### src/rtl/tcoc_regs.vh
//------------------------------------------------------------
// Summary of operation
//------------------------------------------------------------
// Summary of operation
// - Master mode: each own interrupt toggles output
// - Slave mode: master and slave interrupts drive
// - Polarity 0: master sets, slave resets
// - Simultaneous set and reset: reset wins
// - Enabled: software latch writes ignored
// - Disabled: software writes land, interrupts do not move the pin
// - Latch register always reads current levels
// - Output settings never disturb counter operation
// - Master mode start toggles programmed level
// - Polarity change acts at next event
// - Slave mode set delayed one count tick
// - Collective write touches only disabled channels
// - Interval/capture: start interrupt when selected
// - Other modes: nothing happens at start
// - Masters 0 and 2; slaves numbered higher
`ifndef TCOC_REGS_VH
`define TCOC_REGS_VH

`define TCOC_NCH            4
`define TCOC_ADDR_W         8

// Register byte offsets
`define TCOC_OFF_LATCH      8'h00
`define TCOC_OFF_ENABLE     8'h04
`define TCOC_OFF_POLARITY   8'h08
`define TCOC_OFF_MODE       8'h0c
`define TCOC_OFF_START_SEL  8'h10
`define TCOC_OFF_TMODE      8'h14

// Reset values
`define TCOC_RST_CH         4'h0
`define TCOC_RST_TMODE      8'h00

// Counter operating modes, two bits per channel
`define TCOC_TM_INTERVAL    2'h0
`define TCOC_TM_CAPTURE     2'h1
`define TCOC_TM_EVENT       2'h2
`define TCOC_TM_ONECOUNT    2'h3

// AXI responses
`define TCOC_RESP_OKAY      2'h0
`define TCOC_RESP_SLVERR    2'h2

`endif

### src/rtl/tcoc_chan_out.v
`timescale 1ns/1ns
`include "tcoc_regs.vh"

module tcoc_chan_out (
  input  wire clk_in,
  input  wire rst_n_in,
  input  wire tick_in,
  input  wire own_irq_in,
  input  wire master_irq_in,
  input  wire mode_in,
  input  wire pol_in,
  input  wire enable_in,
  input  wire sw_wr_in,
  input  wire sw_data_in,
  output wire level_out
);

  reg  level_r;
  reg  level_nxt;
  reg  set_pend_r;
  reg  set_pend_nxt;
  wire slave_act;
  wire set_ev;
  wire reset_ev;

  assign slave_act = mode_in & enable_in;
  assign set_ev    = slave_act & set_pend_r & tick_in;
  assign reset_ev  = slave_act & own_irq_in;
  assign level_out = level_r;

  always @* begin
    set_pend_nxt = slave_act & (master_irq_in | (set_pend_r & ~tick_in));
    level_nxt    = level_r;
    if (!enable_in) begin
      if (sw_wr_in) begin
        level_nxt = sw_data_in;
      end
    end else if (!mode_in) begin
      if (own_irq_in) begin
        level_nxt = ~level_r;
      end
    end else if (reset_ev) begin
      level_nxt = pol_in;
    end else if (set_ev) begin
      level_nxt = ~pol_in;
    end
  end

  always @(posedge clk_in) begin
    if (!rst_n_in) begin
      level_r    <= 1'b0;
      set_pend_r <= 1'b0;
    end else begin
      level_r    <= level_nxt;
      set_pend_r <= set_pend_nxt;
    end
  end

endmodule // tcoc_chan_out

### src/rtl/tcoc_top.v
`timescale 1ns/1ns
`include "tcoc_regs.vh"

module tcoc_top (
  input  wire        clk_in,
  input  wire        rst_n_in,
  // Timer side
  input  wire        count_tick_in,
  input  wire [3:0]  chan_irq_in,
  input  wire [3:0]  chan_start_in,
  output wire [3:0]  chan_irq_out,
  output wire [3:0]  chan_out_pin_out,
  // AXI4-Lite write address
  input  wire        s_axi_awvalid,
  output wire        s_axi_awready,
  input  wire [7:0]  s_axi_awaddr,
  input  wire [2:0]  s_axi_awprot,
  // AXI4-Lite write data
  input  wire        s_axi_wvalid,
  output wire        s_axi_wready,
  input  wire [31:0] s_axi_wdata,
  input  wire [3:0]  s_axi_wstrb,
  // AXI4-Lite write response
  output wire        s_axi_bvalid,
  input  wire        s_axi_bready,
  output wire [1:0]  s_axi_bresp,
  // AXI4-Lite read address
  input  wire        s_axi_arvalid,
  output wire        s_axi_arready,
  input  wire [7:0]  s_axi_araddr,
  input  wire [2:0]  s_axi_arprot,
  // AXI4-Lite read data
  output wire        s_axi_rvalid,
  input  wire        s_axi_rready,
  output wire [31:0] s_axi_rdata,
  output wire [1:0]  s_axi_rresp
);

  //----------------------------------------------------------
  // Configuration registers
  //----------------------------------------------------------
  reg  [3:0]  enable_r;
  reg  [3:0]  polarity_r;
  reg  [3:0]  mode_r;
  reg  [3:0]  start_sel_r;
  reg  [7:0]  tmode_r;
  wire [3:0]  latch_level;

  //----------------------------------------------------------
  // AXI write channel state
  //----------------------------------------------------------
  reg         aw_held_r;
  reg  [7:0]  aw_addr_r;
  reg         w_held_r;
  reg  [31:0] w_data_r;
  reg  [3:0]  w_strb_r;
  reg         bvalid_r;
  reg  [1:0]  bresp_r;
  wire        wr_fire;
  wire        wr_lane0;
  wire        wr_hit;

  //----------------------------------------------------------
  // AXI read channel state
  //----------------------------------------------------------
  reg         rvalid_r;
  reg  [31:0] rdata_r;
  reg  [1:0]  rresp_r;
  reg  [31:0] rd_mux;
  reg         rd_hit;
  wire        rd_fire;

  //----------------------------------------------------------
  // Event plumbing
  //----------------------------------------------------------
  wire [3:0]  start_irq;
  wire [3:0]  own_irq;
  wire [3:0]  master_irq;
  wire [3:0]  latch_wr;
  reg  [3:0]  irq_out_r;

  // Address and data captured independently, in either order
  assign s_axi_awready = ~aw_held_r & ~bvalid_r;
  assign s_axi_wready  = ~w_held_r & ~bvalid_r;
  assign wr_fire       = aw_held_r & w_held_r & ~bvalid_r;
  assign wr_lane0      = w_strb_r[0];
  assign s_axi_bvalid  = bvalid_r;
  assign s_axi_bresp   = bresp_r;

  assign wr_hit = (aw_addr_r == `TCOC_OFF_LATCH)    |
                  (aw_addr_r == `TCOC_OFF_ENABLE)   |
                  (aw_addr_r == `TCOC_OFF_POLARITY) |
                  (aw_addr_r == `TCOC_OFF_MODE)     |
                  (aw_addr_r == `TCOC_OFF_START_SEL)|
                  (aw_addr_r == `TCOC_OFF_TMODE);

  always @(posedge clk_in) begin
    if (!rst_n_in) begin
      aw_held_r <= 1'b0;
      aw_addr_r <= 8'h00;
      w_held_r  <= 1'b0;
      w_data_r  <= 32'h0000_0000;
      w_strb_r  <= 4'h0;
      bvalid_r  <= 1'b0;
      bresp_r   <= `TCOC_RESP_OKAY;
    end else begin
      if (s_axi_awvalid && s_axi_awready) begin
        aw_held_r <= 1'b1;
        aw_addr_r <= {s_axi_awaddr[7:2], 2'h0};
      end
      if (s_axi_wvalid && s_axi_wready) begin
        w_held_r <= 1'b1;
        w_data_r <= s_axi_wdata;
        w_strb_r <= s_axi_wstrb;
      end
      if (wr_fire) begin
        aw_held_r <= 1'b0;
        w_held_r  <= 1'b0;
        bvalid_r  <= 1'b1;
        bresp_r   <= wr_hit ? `TCOC_RESP_OKAY : `TCOC_RESP_SLVERR;
      end else if (bvalid_r && s_axi_bready) begin
        bvalid_r <= 1'b0;
      end
    end
  end

  //----------------------------------------------------------
  // Register writes
  //----------------------------------------------------------
  // Only the low byte carries fields; other lanes are ignored.
  // None of these touch counters, so they may change at run time.
  always @(posedge clk_in) begin
    if (!rst_n_in) begin
      enable_r    <= `TCOC_RST_CH;
      polarity_r  <= `TCOC_RST_CH;
      mode_r      <= `TCOC_RST_CH;
      start_sel_r <= `TCOC_RST_CH;
      tmode_r     <= `TCOC_RST_TMODE;
    end else if (wr_fire && wr_lane0) begin
      case (aw_addr_r)
        `TCOC_OFF_ENABLE:    enable_r    <= w_data_r[3:0];
        `TCOC_OFF_POLARITY:  polarity_r  <= w_data_r[3:0];
        `TCOC_OFF_MODE:      mode_r      <= w_data_r[3:0];
        `TCOC_OFF_START_SEL: start_sel_r <= w_data_r[3:0];
        `TCOC_OFF_TMODE:     tmode_r     <= w_data_r[7:0];
        default: begin
        end
      endcase
    end
  end

  // Latch write strobe per bit; enabled channels drop their bit
  assign latch_wr = (wr_fire && wr_lane0 && aw_addr_r == `TCOC_OFF_LATCH) ?
                    ~enable_r : 4'h0;

  //----------------------------------------------------------
  // Read path
  //----------------------------------------------------------
  assign s_axi_arready = ~rvalid_r;
  assign rd_fire       = s_axi_arvalid & ~rvalid_r;
  assign s_axi_rvalid  = rvalid_r;
  assign s_axi_rdata   = rdata_r;
  assign s_axi_rresp   = rresp_r;

  always @* begin
    rd_hit = 1'b1;
    rd_mux = 32'h0000_0000;
    case ({s_axi_araddr[7:2], 2'h0})
      `TCOC_OFF_LATCH:     rd_mux[3:0] = latch_level;
      `TCOC_OFF_ENABLE:    rd_mux[3:0] = enable_r;
      `TCOC_OFF_POLARITY:  rd_mux[3:0] = polarity_r;
      `TCOC_OFF_MODE:      rd_mux[3:0] = mode_r;
      `TCOC_OFF_START_SEL: rd_mux[3:0] = start_sel_r;
      `TCOC_OFF_TMODE:     rd_mux[7:0] = tmode_r;
      default:             rd_hit = 1'b0;
    endcase
  end

  always @(posedge clk_in) begin
    if (!rst_n_in) begin
      rvalid_r <= 1'b0;
      rdata_r  <= 32'h0000_0000;
      rresp_r  <= `TCOC_RESP_OKAY;
    end else if (rd_fire) begin
      rvalid_r <= 1'b1;
      rdata_r  <= rd_mux;
      rresp_r  <= rd_hit ? `TCOC_RESP_OKAY : `TCOC_RESP_SLVERR;
    end else if (rvalid_r && s_axi_rready) begin
      rvalid_r <= 1'b0;
    end
  end

  //----------------------------------------------------------
  // Per channel output stage
  //----------------------------------------------------------
  genvar n;
  generate
    for (n = 0; n < `TCOC_NCH; n = n + 1) begin : g_ch
      wire [1:0] tm;
      wire       start_ok;
      assign tm       = tmode_r[2*n+1:2*n];
      // Only interval and capture counters announce their start
      assign start_ok = (tm == `TCOC_TM_INTERVAL) | (tm == `TCOC_TM_CAPTURE);
      assign start_irq[n] = chan_start_in[n] & start_sel_r[n] & start_ok;
      // Start interrupt also toggles a master-mode output
      assign own_irq[n] = chan_irq_in[n] | start_irq[n];

      // Masters are 0 and 2; 1 and 2 follow 0, 3 follows 2
      if (n == 0) begin : g_m0
        assign master_irq[n] = 1'b0;
      end else if (n == 3) begin : g_m2
        assign master_irq[n] = own_irq[2];
      end else begin : g_m1
        assign master_irq[n] = own_irq[0];
      end

      tcoc_chan_out u_out (
        .clk_in        (clk_in),
        .rst_n_in      (rst_n_in),
        .tick_in       (count_tick_in),
        .own_irq_in    (own_irq[n]),
        .master_irq_in (master_irq[n]),
        .mode_in       (mode_r[n]),
        .pol_in        (polarity_r[n]),
        .enable_in     (enable_r[n]),
        .sw_wr_in      (latch_wr[n]),
        .sw_data_in    (w_data_r[n]),
        .level_out     (latch_level[n])
      );
    end
  endgenerate

  //----------------------------------------------------------
  // Outputs
  //----------------------------------------------------------
  always @(posedge clk_in) begin
    if (!rst_n_in) begin
      irq_out_r <= 4'h0;
    end else begin
      irq_out_r <= own_irq;
    end
  end

  assign chan_irq_out     = irq_out_r;
  assign chan_out_pin_out = latch_level;

endmodule // tcoc_top
### config.mk
export PLATFORM = sky130hd
export DESIGN_NAME = tcoc_top
export DESIGN_NICKNAME = d
export VERILOG_FILES = /design/src/rtl/tcoc_chan_out.v /design/src/rtl/tcoc_top.v
export VERILOG_INCLUDE_DIRS = /design/src /design/src/rtl
export SDC_FILE = /design/constraint.sdc
export NUM_CORES = 1
export LEC_CHECK = 0
export ABC_AREA = 0
export BUFFER_PORTS_ARGS = -buffer_cell sky130_fd_sc_hd__buf_2
export CORE_ASPECT_RATIO = 1.75
export CORE_MARGIN = 3
export CORE_UTILIZATION = 29
export DETAILED_ROUTE_END_ITERATION = 12
export GPL_TIMING_DRIVEN = 0
export PLACE_DENSITY = 0.54
export SLEW_MARGIN = 40
export SYNTH_ARGS = -nofsm -noshare
export SYNTH_HDL_FRONTEND = slang
export SYNTH_HIERARCHICAL = 1
export SYNTH_SLANG_ARGS = --single-unit
### constraint.sdc
create_clock -name clk_in -period 2.1 [get_ports clk_in]
set_clock_uncertainty 0.15 [all_clocks]
set_input_delay 0.42 -clock clk_in [delete_from_list [all_inputs] [get_ports clk_in]]
set_output_delay 0.42 -clock clk_in [all_outputs]
set_load 0.05 [all_outputs]
==> results.cfg, run 1 <==
[status]
status = finished, final reports clean

[critical_path]
critPathMaxStageDelay_ns = 0.35
r2r-end = g_ch[1].u_out/level_out
cpMaxStageDelayCell = dfxtp_1
r2r_setup_slack_ns = 0.19
cp-end-kind = register
path_cells = nor4b_4 > and2b_1 > nand3_1 > nor2_1 > mux2i_1 > a21bo_1 > o31ai_2
r2r_start = aw_addr_r[6]
arrival_ns = 2.00
worst_r2r_path_depth = 7
crit_required_ns = 2.19
worstPathMaxFanout = 4
worstSetupPathType = reg2reg
cp-start-kind = register

[sta]
setup_viol = 0
slew_headroom = 0.601
rsz0062_at_grt = false
min_period_ns = 1.91
drv_slew = 0
finalSetupTns_ns = 0
tightest_slew_ns = 0.598
period_share = 0.909
fmax_mhz = 524
finalHoldViolCount = 0

[synth]
synth.distinct_cells = 40
yosysMostFrequentCell = dfxtp_1
synth_edf_count = 0
yosysTopAreaCellShare = 0.413
ys.flop_type = dfxtp_1
syn_area_um2 = 3150
ys_ff_latch = 65
synth_commonest_cells = dfxtp_1 (65), nand2_1 (39), mux2i_1 (36), buf_4 (28), nor2b_1 (26)
yosysSeqAreaShare = 0.413
avgSynthCellArea_um2 = 9.03
synth_warnings = 6
syn_inst = 349
async_flop_share = 0
synth_area_leaders = dfxtp_1 (41%), mux2i_1 (11%), buf_4 (6.7%)
yosysTopAreaCell = dfxtp_1

[floorplan]
num_io_pins = 123
row_count = 49
die_area_um2 = 12200
start_util = 0.302
coreArea_um2 = 10400
die_y_um = 144
dieWidth_um = 84.8

[drt]
wl_per_cell_um = 14.0
route.detailed.drc = 0
firstDrtPassIters = 4
drtIter0Drc = 119
routed_wl_um = 8120
vias_per_cell = 4.59
num_vias = 2655
postRouteAntennaNets = 0

[power]
p_leak_nw = 1.80
switching_share = 0.248
power_density_nw_per_um2 = 850
p_clk_frac = 0.499
seqPwrFrac = 0.377
combPwrFrac = 0.124
vdd_drop_max_uv = 412
internal-power_mw = 2.59
p_sw_mw = 0.857

[finish]
drive_above_1_share = 0.262
antenna_cells = 0
final_core_util = 0.390
area_growth_pct = 28.9
fin_nets = 520

[clock_network]
cts-root-buf = clkbuf_16
clk_path_buf_depth = 2
clock_latency_ns = 0.33
cts_buffers = 9
clock_sinks = 65
clk_pin_slew_ns = 0.05
cts_hold_buf = 0
cts_setup_buffers = 0
tritoncts = done
cts_resized = 0
htreeDepth = 3

[run]
max_cap_viol_count = 0

[min_path]
min_path_type = in2reg
worstHoldStart = s_axi_arvalid
holdPathEnd = s_axi_rvalid
hold_depth = 2

[placed_design]
post-dp-hpwl_um = 6440
globalplace.congestion = 0.857
portBuffers = 59

[grt]
grt_pass1_wl_um = 12500
grt_use_total = 0.132
antenna_found_initial = 0
grt_max_degree = 20
grt-ovfl-total = 0
grt_pass1_vias = 2467
## cell usage in the layout (no fill, tap or decap), types with 11 or more instances in the layout
cell type	count
nor2_1	22
a21oi_1	11
nor2b_1	26
buf_2	62
o21ai_0	15
conb_1	27
buf_4	29
mux2i_1	36
nand3_1	14
dfxtp_1	65
nand2_1	39
## per-stage QoR
step	worst slack (ns)	cell area [um2]	total power, mW	hold WS, ns	std cells
2_1_floorplan	0.174	3250	1.65	0.293	375
3_3_place_gp	0.177	3710	1.75	0.305	561
3_5_place_dp	0.137	3710	1.76	0.306	561
4_1_cts	0.0924	4050	3.48	0.185	577
5_1_grt	0.0116	4060	3.57	0.206	578
6_report	0.191	4060	3.45	0.189	578
## routing by layer
layer,wire [um],track usage,vias up
met5,0,0,-
met4,245,0.0601,0
met3,410,0.0304,16
met2,4440,0.249,78
met1,3020,0.137,1213
li1,-,-,1348
## power by group through the flow
| stage | logic, mW | registers [mW] | clock network (mW) |
|---|---|---|---|
| 3_5_place_dp | 0.428 | 1.33 | 0 |
| 4_1_cts | 0.429 | 1.30 | 1.75 |
| 6_report | 0.428 | 1.30 | 1.72 |
| 2_1_floorplan | 0.296 | 1.35 | 0 |
| 5_1_grt | 0.462 | 1.31 | 1.80 |
| 3_3_place_gp | 0.423 | 1.33 | 0 |
## cell families (layout without fill, tap and decap cells)
logic type      after synthesis  after routing  share of synthesized area
simple gates                132            132                      0.220
xor+xnor                      4              4                     0.0111
other cells                   1             27                    0.00119
compound gates               61             61                      0.138
mux                          38             38                      0.125
buf+inv                      48            124                     0.0917
flops                        65             65                      0.413
## flip-flops by register name, indices dropped and copies added (netlist names), 4 cells and up
register and flops:
s_axi_rdata 8, tmode_r 8, w_data_r 8, aw_addr_r 6, chan_irq_out 4, enable_r 4, g_ch.u_out/level_out 4, g_ch.u_out/set_pend_r 4
mode_r 4, polarity_r 4, start_sel_r 4
## cell type report
type                       instances  area, um2
clock buffer                      11        243
fill                            1107       6360
tap                              127        159
clock inverter                     5        103
sequential                        65       1300
buffer                            40        259
timing repair buffer              60        303
multi-input combinational        262       1660
inverter                           8       30.0
## worst max-delay path: cells and delay by family (launching register included)
family / cells / cell delay [ns]
simple gates: 4 / 0.83
compound gates: 2 / 0.38
flops: 1 / 0.35
mux: 1 / 0.11
## worst max path at each step
stage,endpoint,cells past startpoint,startpoint,slack [ns]
4_1_cts,g_ch[1].u_out/level_out,7,aw_addr_r[7],0.09
3_3_place_gp,g_ch[0].u_out/level_out,7,aw_addr_r[7],0.18
2_1_floorplan,w_data_r[0],5,s_axi_bvalid,0.17
5_1_grt,g_ch[1].u_out/level_out,7,aw_addr_r[6],0.01
6_report,g_ch[1].u_out/level_out,7,aw_addr_r[6],0.19
3_5_place_dp,g_ch[2].u_out/level_out,7,aw_addr_r[7],0.14
Power figures use the tool's default switching activity.
==> run 2, diff against run 1 <==
Settings changed: REMOVE_ABC_BUFFERS set to 1.
==> run 2 against run 1 <==
Highest routed layer unchanged. Setup slack worse by 0.025 ns. Global-route usage down 0.57 points. Utilization down 2.9 points. Routed wire length down 7.3%. Hold slack better by 0.0048 ns. Via count down 5.9%. Final cell count down 7.1%. Critical path depth unchanged. Clock power down 12%. Largest cell class unchanged.
==> results.cfg, run 2 (synthesized netlist as in run 1, its figures left out) <==
[status]
status = finished, final reports clean

[critical_path]
crit_family = simple AND/OR/NAND/NOR gates
cpMaxStageDelayCell = nor4b_4
crit_buf_inv = 0
path_cells = nor4b_4 > and2b_1 > nand3_2 > nor2_1 > mux2i_1 > a21bo_1 > o31ai_2
critPathMaxStageDelay_ns = 0.36
worst_r2r_path_depth = 7
worstPathMaxFanout = 4
crit_required_ns = 2.19
arrival_ns = 2.02
worstSetupPathType = reg2reg
crit_cells = 7
cp-start-kind = register
cp-end-kind = register

[finish]
final_cells = 537
fillers = 1089
final_common_cell = dfxtp_1
area_growth_pct = 19.3
drive_above_1_share = 0.205
fin_nets = 479
final_cell_mix = dfxtp_1 (65), buf_2 (58), nand2_1 (39)
antenna_cells = 0

[drt]
drtIter0Drc = 178
vias_per_cell = 4.65
postRouteAntennaNets = 0
firstDrtPassIters = 4
route.detailed.drc = 0
routed_wl_um = 7530
num_vias = 2498
wl_per_cell_um = 14.0

[clock_network]
cts_setup_buffers = 0
clock_latency_ns = 0.32
tritoncts = done
htreeDepth = 3
clock_sinks = 65
cts_resized = 0
cts_hold_buf = 0
clk_path_buf_depth = 2
cts-root-buf = clkbuf_16
clk_pin_slew_ns = 0.05
cts_buffers = 9

[grt]
grt_pass1_wl_um = 12000
grt_max_degree = 74
antenna_found_initial = 0
grt_use_total = 0.126
grt_pass1_vias = 2453
grt-ovfl-total = 0

[floorplan]
die_y_um = 144
start_util = 0.302
dieWidth_um = 84.8
die_area_um2 = 12200
num_io_pins = 123
row_count = 49
coreArea_um2 = 10400

[sta]
min_period_ns = 1.93
finalSetupTns_ns = 0
finalHoldViolCount = 0
fmax_mhz = 517
drv_slew = 0
setup_viol = 0
tightest_slew_ns = 0.637
period_share = 0.921
rsz0062_at_grt = false
slew_headroom = 0.575

[placed_design]
globalplace.congestion = 0.799
dp_cells = 521
post-dp-hpwl_um = 5650
portBuffers = 59

[power]
p_leak_nw = 1.61
vdd_drop_max_uv = 405
power_density_nw_per_um2 = 849

[min_path]
min_path_type = in2reg
hold_depth = 2

[run]
max_cap_viol_count = 0
-- run 2: changes by cell type in the layout (fill, tap and decap cells not counted), sizes merged --
cell      previous run  this run
buf                 91        59
bufinv               3         1
clkbuf              20        14
clkinvlp             1         0
-- run 2: metrics by stage --
stage / power, mW / utilization / setup slack (ns) / hold WS [ns] / instance area (um2)
global placement: 1.70 / 0.330 / 0.0881 / 0.307 / 3440
detailed placement: 1.70 / 0.331 / 0.0899 / 0.313 / 3450
CTS: 3.23 / 0.360 / 0.0826 / 0.188 / 3750
finish: 3.19 / 0.361 / 0.166 / 0.194 / 3760
floorplan: 1.59 / - / -0.0869 / 0.293 / 2990
global route: 3.33 / 0.361 / 0.0562 / 0.197 / 3760
-- run 2: final cells by class --
| class | count | area (um2) | share of cell area |
|---|---|---|---|
| multi-input combinational | 262 | 1660 | 0.442 |
| sequential | 65 | 1300 | 0.346 |
| timing repair buffer | 59 | 298 | 0.0792 |
| clock buffer | 14 | 274 | 0.0729 |
| tap | 127 | 159 | 0.0423 |
| clock inverter | 2 | 35.0 | 0.00932 |
| inverter | 8 | 30.0 | 0.00799 |
-- run 2: report_power, final --
group          internal (mW)  total (mW)  switching (mW)
Combinational         0.0958       0.373           0.277
Clock                   1.01        1.52           0.505
Sequential              1.27        1.30          0.0304
Total                   2.38        3.19           0.813
-- run 2: per-layer routing --
layer | share of wire | global-route usage | up-vias
li1 | - | - | 1261
met5 | 0 | 0 | -
met2 | 0.55 | 0.243 | 78
met3 | 0.045 | 0.0247 | 11
met4 | 0.020 | 0.0584 | 0
met1 | 0.38 | 0.129 | 1148
-- run 2: worst paths after layout --
| path | start | endpoint | slack (ns) |
|---|---|---|---|
| worst min-delay path | s_axi_arvalid | s_axi_rvalid | 0.19 |
| worst min register to register | s_axi_rdata[3] | s_axi_rdata[3] | 0.32 |
| worst max register to register | aw_addr_r[7] | g_ch[3].u_out/level_out | 0.17 |
| worst max-delay path | aw_addr_r[7] | g_ch[3].u_out/level_out | 0.17 |
